## config.mk

```make
export PLATFORM = sky130hd
export DESIGN_NAME = osw_timer
export DESIGN_NICKNAME = d
export VERILOG_FILES = /design/src/verilog/osw_pkg.sv /design/src/verilog/osw_timer.sv
export VERILOG_INCLUDE_DIRS = /design/src /design/src/verilog
export SDC_FILE = /design/constraint.sdc
export NUM_CORES = 1
export LEC_CHECK = 0
export BUFFER_PORTS_ARGS = -buffer_cell sky130_fd_sc_hd__buf_4
export CAP_MARGIN = 25
export CORE_MARGIN = 2
export CORE_UTILIZATION = 54
export CTS_CLUSTER_SIZE = 12
export DETAILED_ROUTE_END_ITERATION = 7
export GPL_ROUTABILITY_DRIVEN = 0
export PLACE_DENSITY_LB_ADDON = 0.12
export SYNTH_ARGS = -nofsm -noshare
export SYNTH_HDL_FRONTEND = slang
export SYNTH_SLANG_ARGS = --single-unit
```

## constraint.sdc

```tcl
create_clock -name ref_clk -period 5 [get_ports ref_clk]
set_input_delay 0.25 -clock ref_clk [delete_from_list [all_inputs] [get_ports ref_clk]]
set_output_delay 0.25 -clock ref_clk [all_outputs]
set_load 0.005 [all_outputs]
```

## src/verilog/osw_cfg.svh

```systemverilog
// Purpose: offsets, field positions, mode codes, count limits and reset values of the one-shot / width-capture timer
// Assumes: included by the timer top and its package users; definitions only
// Notes:   word index times four gives the Avalon byte address
`ifndef OSW_CFG_SVH
`define OSW_CFG_SVH

// ------------------------------------------------------------
// register word indices
// ------------------------------------------------------------
`define OSW_IDX_MODE    4'h0
`define OSW_IDX_CCCTL   4'h1
`define OSW_IDX_OUTCTL  4'h2
`define OSW_IDX_EDGE    4'h3
`define OSW_IDX_PRESC   4'h4
`define OSW_IDX_COUNT   4'h5
`define OSW_IDX_CC0     4'h6
`define OSW_IDX_CC1     4'h7

// ------------------------------------------------------------
// field positions
// ------------------------------------------------------------
`define OSW_MODE_OVF_BIT   0
`define OSW_MODE_LO_BIT    2
`define OSW_CC_CAP0_BIT    0
`define OSW_CC_SRC0_BIT    1
`define OSW_CC_CAP1_BIT    2
`define OSW_OC_PINEN_BIT   0
`define OSW_OC_INV0_BIT    1
`define OSW_OC_INV1_BIT    4
`define OSW_OC_OSEN_BIT    5
`define OSW_OC_OSTRG_BIT   6

// ------------------------------------------------------------
// values
// ------------------------------------------------------------
`define OSW_MODE_STOP    2'h0
`define OSW_MODE_FREE    2'h1
`define OSW_MODE_IN0CLR  2'h2
`define OSW_MODE_CMPCLR  2'h3
`define OSW_CNT_MAX      16'hFFFF
`define OSW_CNT_ZERO     16'h0000
`define OSW_PRESC_RST    8'h00
`define OSW_EDGE_RST     4'h0

`endif

```

## src/verilog/osw_pkg.sv

```systemverilog
// Purpose: types shared by the one-shot / width-capture timer
// Assumes: nothing
// Notes:   constants live in osw_cfg.svh
package osw_pkg;

    // ------------------------------------------------------------
    // one-shot sequencer, gray along idle -> delay -> active
    // ------------------------------------------------------------
    typedef enum logic [1:0] {
        OSW_IDLE   = 2'b00,   // no pulse pending
        OSW_DELAY  = 2'b01,   // waiting for first compare
        OSW_ACTIVE = 2'b11    // active level out, waiting for second
    } osw_os_state_type;

    // output control fields
    typedef struct packed {
        logic os_enable;      // one-shot enable
        logic inv_cmp1;       // toggle on compare 1
        logic inv_cmp0;       // toggle on compare 0
        logic pin_enable;     // drive pin
    } osw_outctl_type;

    // capture/compare control fields
    typedef struct packed {
        logic cap1;           // register 1 captures
        logic src0_opp;       // register 0 source: opposite edge of input 0
        logic cap0;           // register 0 captures
    } osw_ccctl_type;

endpackage

```

## src/verilog/osw_timer.sv

```systemverilog
// Purpose: 16-bit timer channel with one-shot pulse output and pulse width capture
// Assumes: inputs synchronous to ref_clk; Avalon-MM slave with word addresses
// Notes:   count clock is a one-cycle enable from a programmable divider
`timescale 1ns/1ps
`include "osw_cfg.svh"

module osw_timer
(
    input  wire logic        ref_clk,
    input  wire logic        reset_n,
    input  wire logic [3:0]  address,
    input  wire logic        read,
    input  wire logic        write,
    input  wire logic [31:0] writedata,
    output logic [31:0]      readdata,
    output logic             waitrequest,
    input  wire logic        capture_input_0,
    input  wire logic        capture_input_1,
    output logic             timer_output_pin,
    output logic             irq_ch0,
    output logic             irq_ch1
);

    // ------------------------------------------------------------
    // reset release
    // ------------------------------------------------------------
    logic [1:0]  rst_sync_q;       // release shifter
    logic        rst_n;            // synchronised reset

    // asserts at once, releases after two edges
    always_ff @(posedge ref_clk or negedge reset_n)
    begin
        if (!reset_n)
            rst_sync_q <= 2'b00;
        else
            rst_sync_q <= {rst_sync_q[0], 1'b1};
    end
    assign rst_n = rst_sync_q[1];

    // ------------------------------------------------------------
    // registers
    // ------------------------------------------------------------
    logic [1:0]                 mode_q;       // mode field
    logic                       ovf_q;        // overflow flag
    osw_pkg::osw_ccctl_type     cc_q;         // capture/compare control
    osw_pkg::osw_outctl_type    oc_q;         // output control
    logic [3:0]                 edge_q;       // [1:0] input 0, [3:2] input 1
    logic [7:0]                 presc_q;      // divider reload
    logic [15:0]                count_q;      // counter
    logic [15:0]                cc0_q;        // capture/compare 0
    logic [15:0]                cc1_q;        // capture/compare 1
    logic                       wreq;         // write accepted this edge
    logic                       run;          // counter operating

    assign wreq = write && !waitrequest;
    assign run  = (mode_q != `OSW_MODE_STOP);

    // bus handshake: one wait cycle, then acknowledge
    always_ff @(posedge ref_clk or negedge rst_n)
    begin
        if (!rst_n)
            waitrequest <= 1'b1;
        else
            waitrequest <= !((read || write) && waitrequest);
    end

    // read data captured during the wait cycle
    always_ff @(posedge ref_clk or negedge rst_n)
    begin
        if (!rst_n)
            readdata <= 32'h0000_0000;
        else if (read && waitrequest)
        begin
            unique case (address)
                `OSW_IDX_MODE:   readdata <= {28'h000_0000, mode_q, 1'b0, ovf_q};
                `OSW_IDX_CCCTL:  readdata <= {29'h0000_0000, cc_q};
                `OSW_IDX_OUTCTL: readdata <= {26'h000_0000, oc_q.os_enable, oc_q.inv_cmp1,
                                              2'b00, oc_q.inv_cmp0, oc_q.pin_enable};
                `OSW_IDX_EDGE:   readdata <= {28'h000_0000, edge_q};
                `OSW_IDX_PRESC:  readdata <= {24'h00_0000, presc_q};
                `OSW_IDX_COUNT:  readdata <= {16'h0000, count_q};
                `OSW_IDX_CC0:    readdata <= {16'h0000, cc0_q};
                `OSW_IDX_CC1:    readdata <= {16'h0000, cc1_q};
                default:         readdata <= 32'h0000_0000;        // unmapped reads zero
            endcase
        end
    end

    // plain control registers
    always_ff @(posedge ref_clk or negedge rst_n)
    begin
        if (!rst_n)
        begin
            mode_q  <= `OSW_MODE_STOP;
            cc_q    <= '0;
            oc_q    <= '0;
            edge_q  <= `OSW_EDGE_RST;
            presc_q <= `OSW_PRESC_RST;
        end
        else if (wreq)
        begin
            unique case (address)
                `OSW_IDX_MODE:   mode_q  <= writedata[`OSW_MODE_LO_BIT +: 2];
                `OSW_IDX_CCCTL:  cc_q    <= writedata[2:0];
                `OSW_IDX_OUTCTL: oc_q    <= {writedata[`OSW_OC_OSEN_BIT], writedata[`OSW_OC_INV1_BIT],
                                             writedata[`OSW_OC_INV0_BIT], writedata[`OSW_OC_PINEN_BIT]};
                `OSW_IDX_EDGE:   edge_q  <= writedata[3:0];
                `OSW_IDX_PRESC:  presc_q <= writedata[7:0];
                default:         ;                               // other writes ignored
            endcase
        end
    end

    // ------------------------------------------------------------
    // count clock divider
    // ------------------------------------------------------------
    logic [7:0] div_q;     // down counter
    logic       tick;      // count clock enable

    assign tick = run && (div_q == 8'h00);

    // reloads with prescale value on each tick and on every cycle while stopped
    always_ff @(posedge ref_clk or negedge rst_n)
    begin
        if (!rst_n)
            div_q <= 8'h00;
        else if (!run || tick)
            div_q <= presc_q;
        else
            div_q <= div_q - 8'h01;
    end

    // ------------------------------------------------------------
    // edge detection and triggers
    // ------------------------------------------------------------
    logic in0_q;             // previous input 0
    logic in1_q;             // previous input 1
    logic in0_valid;         // selected edge on input 0
    logic in0_opp;           // opposite edge on input 0
    logic in1_valid;         // selected edge on input 1
    logic soft_trig;         // software one-shot trigger
    logic os_allowed;        // one-shot output permitted
    logic os_trig;           // accepted one-shot trigger

    // edge code: 00 falling, 01 rising, 1x both
    function automatic logic edge_hit(input logic [1:0] sel, input logic prev, input logic cur);
        logic rise;
        logic fall;
        rise = !prev && cur;
        fall = prev && !cur;
        edge_hit = sel[1] ? (rise || fall) : (sel[0] ? rise : fall);
    endfunction

    // previous levels, inputs already synchronous
    always_ff @(posedge ref_clk or negedge rst_n)
    begin
        if (!rst_n)
        begin
            in0_q <= 1'b0;
            in1_q <= 1'b0;
        end
        else
        begin
            in0_q <= capture_input_0;
            in1_q <= capture_input_1;
        end
    end

    assign in0_valid  = run && edge_hit(edge_q[1:0], in0_q, capture_input_0);
    assign in0_opp    = run && !edge_q[1] && edge_hit(~edge_q[1:0] & 2'b01, in0_q, capture_input_0);
    assign in1_valid  = run && edge_hit(edge_q[3:2], in1_q, capture_input_1);
    assign soft_trig  = wreq && (address == `OSW_IDX_OUTCTL) && writedata[`OSW_OC_OSTRG_BIT];
    assign os_allowed = oc_q.os_enable && ((mode_q == `OSW_MODE_FREE) ||
                        (mode_q == `OSW_MODE_IN0CLR));
    assign os_trig    = os_allowed && (soft_trig || in0_valid);

    // ------------------------------------------------------------
    // counter, overflow, captures
    // ------------------------------------------------------------
    logic        clr_pend_q;    // clear at next tick
    logic        cap0_ev;       // capture into register 0
    logic        cap1_ev;       // capture into register 1
    logic        cap0_irq;      // capture 0 wants an interrupt
    logic        wrap;          // counter wraps this tick
    logic        match0;        // compare 0 hit this tick
    logic        match1;        // compare 1 hit this tick
    logic [15:0] cnt_d;         // next count

    assign cap1_ev  = cc_q.cap1 && in0_valid;
    assign cap0_ev  = cc_q.cap0 && (cc_q.src0_opp ? in0_opp : in1_valid);
    assign cap0_irq = cap0_ev && !cc_q.src0_opp;
    assign wrap     = tick && !clr_pend_q && (count_q == `OSW_CNT_MAX);
    assign cnt_d    = clr_pend_q ? `OSW_CNT_ZERO : count_q + 16'h0001;
    assign match0   = tick && !cc_q.cap0 && (cnt_d == cc0_q);
    assign match1   = tick && !cc_q.cap1 && (cnt_d == cc1_q);

    // clear request from one-shot trigger or mode-10 valid edge
    always_ff @(posedge ref_clk or negedge rst_n)
    begin
        if (!rst_n)
            clr_pend_q <= 1'b0;
        else if (os_trig || (in0_valid && mode_q == `OSW_MODE_IN0CLR))
            clr_pend_q <= 1'b1;
        else if (!run || tick)
            clr_pend_q <= 1'b0;                                         // a new request wins over the clear
    end

    // counter runs on ticks, sits at zero while stopped
    always_ff @(posedge ref_clk or negedge rst_n)
    begin
        if (!rst_n)
            count_q <= `OSW_CNT_ZERO;
        else if (!run)
            count_q <= `OSW_CNT_ZERO;
        else if (tick)
            count_q <= cnt_d;
    end

    // overflow flag: software clears by writing 0, a wrap wins
    always_ff @(posedge ref_clk or negedge rst_n)
    begin
        if (!rst_n)
            ovf_q <= 1'b0;
        else if (wrap)
            ovf_q <= 1'b1;
        else if (wreq && address == `OSW_IDX_MODE && !writedata[`OSW_MODE_OVF_BIT])
            ovf_q <= 1'b0;
    end

    // capture/compare registers: capture in hardware, compare value from software
    always_ff @(posedge ref_clk or negedge rst_n)
    begin
        if (!rst_n)
        begin
            cc0_q <= `OSW_CNT_ZERO;
            cc1_q <= `OSW_CNT_ZERO;
        end
        else
        begin
            if (cap0_ev)
                cc0_q <= count_q;
            else if (wreq && address == `OSW_IDX_CC0)
                cc0_q <= writedata[15:0];
            if (cap1_ev)
                cc1_q <= count_q;
            else if (wreq && address == `OSW_IDX_CC1)
                cc1_q <= writedata[15:0];
        end
    end

    // ------------------------------------------------------------
    // interrupts: capture requests wait for the next tick
    // ------------------------------------------------------------
    logic pend0_q;     // capture 0 interrupt pending
    logic pend1_q;     // capture 1 interrupt pending

    // pending captures, a new capture wins over delivery
    always_ff @(posedge ref_clk or negedge rst_n)
    begin
        if (!rst_n)
        begin
            pend0_q <= 1'b0;
            pend1_q <= 1'b0;
        end
        else
        begin
            pend0_q <= run && (cap0_irq || (pend0_q && !tick));
            pend1_q <= run && (cap1_ev || (pend1_q && !tick));
        end
    end

    // one-cycle interrupt pulses
    always_ff @(posedge ref_clk or negedge rst_n)
    begin
        if (!rst_n)
        begin
            irq_ch0 <= 1'b0;
            irq_ch1 <= 1'b0;
        end
        else
        begin
            irq_ch0 <= match0 || (pend0_q && tick);
            irq_ch1 <= match1 || (pend1_q && tick);
        end
    end

    // ------------------------------------------------------------
    // one-shot sequencer and output level
    // ------------------------------------------------------------
    osw_pkg::osw_os_state_type os_q;   // one-shot phase
    logic                      lvl_q;  // output level before enable
    logic                      tog;    // toggle this tick

    // idle -> delay on trigger, first match -> active, second -> idle
    always_ff @(posedge ref_clk or negedge rst_n)
    begin
        if (!rst_n)
            os_q <= osw_pkg::OSW_IDLE;
        else if (!os_allowed)
            os_q <= osw_pkg::OSW_IDLE;
        else
        begin
            unique case (os_q)
                osw_pkg::OSW_IDLE:   if (os_trig) os_q <= osw_pkg::OSW_DELAY;
                osw_pkg::OSW_DELAY:  if (match0 || match1) os_q <= osw_pkg::OSW_ACTIVE;
                osw_pkg::OSW_ACTIVE: if (match0 || match1) os_q <= osw_pkg::OSW_IDLE;
                default:             os_q <= osw_pkg::OSW_IDLE;
            endcase
        end
    end

    // one-shot permitted: toggle on either match while armed, none while idle; else per invert bits
    assign tog = os_allowed ? ((os_q != osw_pkg::OSW_IDLE) && (match0 || match1))
                            : ((match0 && oc_q.inv_cmp0) || (match1 && oc_q.inv_cmp1));

    // output level and pin drive
    always_ff @(posedge ref_clk or negedge rst_n)
    begin
        if (!rst_n)
        begin
            lvl_q            <= 1'b0;
            timer_output_pin <= 1'b0;
        end
        else
        begin
            lvl_q            <= lvl_q ^ tog;
            timer_output_pin <= oc_q.pin_enable && (lvl_q ^ tog);
        end
    end

    // ------------------------------------------------------------
    // checks
    // ------------------------------------------------------------
    stop_hold_a: assert property (@(posedge ref_clk) disable iff (!rst_n)
        !run |=> count_q == `OSW_CNT_ZERO) else $error("counter moved while stopped");
    wrap_flag_a: assert property (@(posedge ref_clk) disable iff (!rst_n)
        wrap |=> ovf_q) else $error("wrap did not set overflow");
    ovf_sticky_a: assert property (@(posedge ref_clk) disable iff (!rst_n)
        ovf_q && !(wreq && address == `OSW_IDX_MODE) |=> ovf_q) else $error("overflow cleared by itself");
    cmp0_irq_a: assert property (@(posedge ref_clk) disable iff (!rst_n)
        match0 |=> irq_ch0) else $error("compare 0 gave no interrupt");
    os_toggle_a: assert property (@(posedge ref_clk) disable iff (!rst_n)
        os_allowed && os_q == osw_pkg::OSW_ACTIVE && match1 |=> lvl_q != $past(lvl_q))
        else $error("compare 1 did not end pulse");
    os_gate_a: assert property (@(posedge ref_clk) disable iff (!rst_n)
        os_q != osw_pkg::OSW_IDLE |-> $past(oc_q.os_enable)) else $error("one-shot armed while disabled");
    cap1_value_a: assert property (@(posedge ref_clk) disable iff (!rst_n)
        cap1_ev |=> cc1_q == $past(count_q)) else $error("capture 1 took wrong count");
    opp_noirq_a: assert property (@(posedge ref_clk) disable iff (!rst_n)
        cap0_ev && cc_q.src0_opp && !pend0_q |=> !pend0_q) else $error("opposite edge raised interrupt");
    count_read_a: assert property (@(posedge ref_clk) disable iff (!rst_n)
        read && waitrequest && address == `OSW_IDX_COUNT |=> readdata[15:0] == $past(count_q))
        else $error("count read mismatch");
    trig_clear_a: assert property (@(posedge ref_clk) disable iff (!rst_n)
        clr_pend_q && tick |=> count_q == `OSW_CNT_ZERO) else $error("trigger did not clear");

endmodule
```

==> Yosys cells after proc, flatten, opt, wreduce, memory -nomap -nowiden <==
Cells that the tools add are included.
W data, S select, Z words.
{ "totals": {"regBits": 124, "wordCells": 157, "in_bits": 42} }
{ "classes": {"muxes": 25, "n_eq_ne": 18, "bitwise": 2, "addsub": 2, "reduce_logical": 82} }
{ "op_table": {"columns": ["operator", "n"], "rows": [
  ["$pmux W16 S8", 1],
  ["$mux W16", 7],
  ["$logic_and A1 B1 Y1", 40],
  ["$eq A16 B16 Y1", 2],
  ["$add A16 B1 Y16 const B", 1],
  ["$eq A16 B16 Y1 const B", 1],
  ["$eq A4 B3 Y1 const B", 4],
  ["$logic_not A1 Y1", 14],
  ["$logic_or A1 B1 Y1", 13],
  ["$reduce_bool A2 Y1", 6],
  ["$mux W1", 11],
  ["$reduce_and A2 Y1", 5],
  ["$ne A3 B3 Y1 const B", 3],
  ["$eq A4 B2 Y1 const B", 2],
  ["$logic_not A8 Y1", 1],
  ["$mux W2", 4],
  ["$mux W8", 1],
  ["$sub A8 B1 Y8 const B", 1],
  ["$pmux W2 S3", 1],
  ["$eq A2 B1 Y1 const B", 2],
  ["$eq A2 B2 Y1 const B", 2],
  ["$eq A4 B1 Y1 const B", 1],
  ["$logic_not A4 Y1", 1],
  ["$reduce_and A3 Y1", 1],
  ["other kinds (4)", 4]
]} }

==> Longest topological paths before layout <==
{ "logic_depth": {"ltp_word": 10, "depth_mapped": 11, "depth_no_buf": 9} }

==> Worst setup path after synthesis <==
OpenSTA, ideal clock, no wires.
{ "synth_path": {"kind": "flip-flop to flip-flop", "start": "register count_q[1]", "end": "register os_q[1]", "slack_ns": 2.329, "n_path_buf": 1, "t_arrival_ns": 2.593, "path_stages_with_launch": 11, "cell_sequence": "dfrtp_1 > ha_1 > and4_1 > clkbuf_1 > mux2_2 > a211oi_1 > nand3_1 > a2111oi_0 > nand4_1 > a21o_1 > a21oi_1"} }
{ "synth_between": {"elab_chain_cells": 7} }
{ "synth_rtl": {"columns": ["element", "line_no", "source"], "rows": [
  ["from (decl)", "osw_timer.sv:49", "logic [15:0] count_q;"],
  ["from (signal assigned)", "osw_timer.sv:212", "count_q <= `OSW_CNT_ZERO;"],
  ["from (signal assigned)", "osw_timer.sv:214", "count_q <= `OSW_CNT_ZERO;"],
  ["from (signal assigned)", "osw_timer.sv:216", "count_q <= cnt_d;"],
  ["$add A16 B1 Y16 *", "osw_timer.sv:193", "assign cnt_d = clr_pend_q ? `OSW_CNT_ZERO : count_q + 16'h0001;"],
  ["$mux W16 *", "osw_timer.sv:193", null],
  ["$eq A16 B16 Y1 (on tied branches)", "osw_timer.sv:194, osw_timer.sv:195", null],
  ["$logic_and A1 B1 Y1 (on tied branches)", "osw_timer.sv:194, osw_timer.sv:195", null],
  ["$logic_or A1 B1 Y1 *", "osw_timer.sv:305, osw_timer.sv:306", null],
  ["$ne A3 B3 Y1 (no line)", null, null],
  ["$reduce_and A3 Y1 (no line) *", null, null],
  ["to (signal assigned)", "osw_timer.sv:305", "osw_pkg::OSW_DELAY: if (match0 || match1) os_q <= osw_pkg::OSW_ACTIVE;"],
  ["to (signal assigned)", "osw_timer.sv:306", "osw_pkg::OSW_ACTIVE: if (match0 || match1) os_q <= osw_pkg::OSW_IDLE;"],
  ["to (signal assigned)", "osw_timer.sv:307", "default: os_q <= osw_pkg::OSW_IDLE;"],
  ["to (decl)", "osw_timer.sv:290", "osw_pkg::osw_os_state_type os_q;"]
]} }
Every way passes the cells marked *; elsewhere a longest branch is shown, timed or not.
A chain may end at the register's enable or synchronous reset.

==> Worst setup path in the final report <==
{ "layout_path": {"start": "register count_q[5]", "end": "register os_q[1]"} }
Same word-level chain as after synthesis.

==> metrics.cfg <==
[yosys]
yosys_most_used_dff = dfrtp_1
synth.top_cell.area_share_pct = 38.5
synthCells = 781
synth_common_cells = dfrtp_1, nand2_1, o21ai_0, nor2_1, mux2i_1
synth_most_common_cell = dfrtp_1
synth_area_mm2 = 0.00696
synth-edff-count = 0
ys_top_cells_by_area = dfrtp_1, mux2i_1, o21ai_0
avgSynthCellArea_um2 = 8.91
seq_area_frac_synth_pct = 38.9
synthDistinctLibCells = 70
synth_top_area_cell = dfrtp_1
ys_async_sr_fraction_pct = 100
yosysWarnings = 0
synth_seq_cells = 108

[min_path]
hold_path.startpoint = capture_input_0
holdCritPathClass = input port to register

[grt]
antenna_found_initial = 0
grt_start_max_net_pins = 64
top_usage_layer = met2
grt_overflow = 0
grt_pass1_wl_mm = 31.2
grtUsageMet3_pct = 5.62
grtUsageTotal_pct = 28.7
grtUsageMet2_pct = 43.8
grtUsageMet1_pct = 40.9
grt_pass1_vias = 5715

[cells_and_area]
drive_gt1_share_pct = 15.1
seqCellArea_mm2 = 0.00271
multi_input_area_mm2 = 0.00390
final_util_pct = 61.0
fillers = 1148
antennaDiodeCount = 0
areaGrowthSynthToFinish_pct = 10.6
final-instance-count-excl-fill = 969
final_nets = 843

[placement]
dp_hpwl_mm = 14.1
dp_cells = 951
portBuffers = 45

[floorplan]
die_x_um = 118
floorplan.die_area_mm2 = 0.0138
dieHeight_um = 118
rows = 41
core_area_mm2 = 0.0126
start_util_pct = 55.1
io_pins = 78

[drt]
drt-vias-per-instance = 6.28
antenna_left = 0
firstDrtPassIters = 5
wl_per_cell_um = 20.1
drt_iter0_drc = 783
drc = 0
wl_mm = 19.5
vias = 6088

[timing]
skew_ps = 11.8
timing.final.max_slew_violations = 0
finalCritPeriodShare_pct = 73.8
slew_headroom_pct = 39.9
setup_violations = 0
fin_crit_ps = 3690
hold_viol_final = 0
worst_pin_slew_ps = 894
rsz0062_at_grt = no
clock.fmax_mhz = 271
setup_tns_ps = 0

[power]
ir_worst_vdd_v = 0.000274
cellPowerDensity_mw_per_mm2 = 402
leakage_nw = 3.33

[critical_path]
path_max_fanout = 19
cp-end-kind = register
arrival_ps = 3980
r2r_start = count_q[5]$_DFFE_PN0P_
cp-start-kind = register
crit_start = count_q[5]$_DFFE_PN0P_
required_ps = 5290
critPathKind = register to register

[flow_run]
cap_violations = 0

[clocking]
tritoncts = built
numCtsBuffers = 9
cts_buffer_depth = 2
cts-root-buf = clkbuf_16
ctsResizeCount = 0
cts_sinks = 108
clkTransAtPathRegs_ps = 70
cts_max_level = 3
cts-hold-fix-buffers = 2
clk-insertion-delay-late_ps = 370
cts_setup_buffers = 0

[outcome]
run_status = completed

==> cell type report <==
cell class,count,share of cell area [%]
clock inverter,7,1.43
tap,172,2.80
multi-input combinational,599,50.7
sequential,108,35.2
timing repair buffer,55,6.10
inverter,19,0.927
clock buffer,9,2.93
==> state kept, by name, summed over array words and instances (netlist names), 2 cells and up <==
register / cells
cc0_q: 16
cc1_q: 16
cc_q: 3
count_q: 16
div_q: 8
edge_q: 4
mode_q: 2
oc_q: 4
os_q: 2
presc_q: 8
readdata: 16
rst_sync_q: 2
==> power breakdown <==
part	switching, W	internal [W]	total [W]
Combinational	0.000511	0.000440	0.000950
Clock	0.000352	0.000449	0.000800
Sequential	0.000273	0.00107	0.00135
==> stage by stage <==
stage | power [W] | setup WS (ps) | hold slack (ps) | area (µm²)
4_1_cts | 0.00309 | 1390 | 0.839 | 7700
6_report | 0.00310 | 1310 | 11.3 | 7700
2_1_floorplan | 0.00197 | 1770 | -45.6 | 7020
5_1_grt | 0.00327 | 1060 | 6.71 | 7700
3_3_place_gp | 0.00224 | 1560 | 32.1 | 7260
3_5_place_dp | 0.00229 | 1490 | 33.0 | 7340
==> metal layers <==
layer | vias to the layer above | wire (µm)
met2 | 237 | 8840
met3 | 44 | 1500
met4 | 0 | 534
met1 | 2984 | 8590
li1 | 2823 | -
met5 | - | 0
==> critical path: stages (launching register included) <==
cell and delay, ps:
dfrtp_1 710, nand3_2 380, nor4_2 770, mux2_2 430, a2111o_1 390, nor3_1 270
nand4b_1 300, a21o_1 260, a21oi_1 110
==> cell usage in the layout (no fill, tap or decap), types with 5 or more instances in the layout <==
master / n
nor4_1: 8
a211oi_1: 15
nor3b_1: 5
inv_1: 18
nand2b_1: 8
a2111oi_0: 6
nand4b_1: 6
a21o_1: 5
xor2_1: 9
a31oi_1: 5
xnor2_1: 13
dfrtp_1: 106
a22o_1: 7
mux2_2: 31
nand4_1: 12
a21oi_1: 38
nor4b_1: 5
o21ai_0: 79
nor3_1: 17
and3_1: 8
mux2i_1: 43
nor2_1: 50
nand2_1: 93
buf_4: 49
ha_1: 9
nand3_1: 21
clkbuf_16: 9
conb_1: 17
nor2b_1: 12
a22oi_1: 12
==> kinds of logic (layout without fill, tap and decap cells) <==
| family | after synthesis | in the layout | synth area share, % |
|---|---|---|---|
| buf+inv | 89 | 90 | 6.00 |
| simple gates | 273 | 273 | 20.3 |
| xor+xnor | 22 | 22 | 2.77 |
| fa+ha+maj | 9 | 9 | 1.62 |
| flops | 108 | 108 | 38.9 |
| mux | 78 | 78 | 12.5 |
| compound gates | 200 | 200 | 17.9 |
| other cells | 2 | 17 | 0.108 |
==> path summary, 6_finish.rpt <==
path / to / slack [ps] / cells past startpoint
max: os_q[1]$_DFFE_PN0P_ / 1310 / 8
min: in0_q$_DFF_PN0_ / 10 / 1
max reg2reg: os_q[1]$_DFFE_PN0P_ / 1310 / 8
min reg2reg: edge_q[3]$_DFFE_PN0P_ / 320 / 0
max in group asynchronous: readdata[13]$_DFFE_PN0P_ / 3430 / 1
min in group asynchronous: rst_sync_q[1]$_DFF_PN0_ / 200 / 2
No activity file was read; power rests on OpenSTA's default activity.
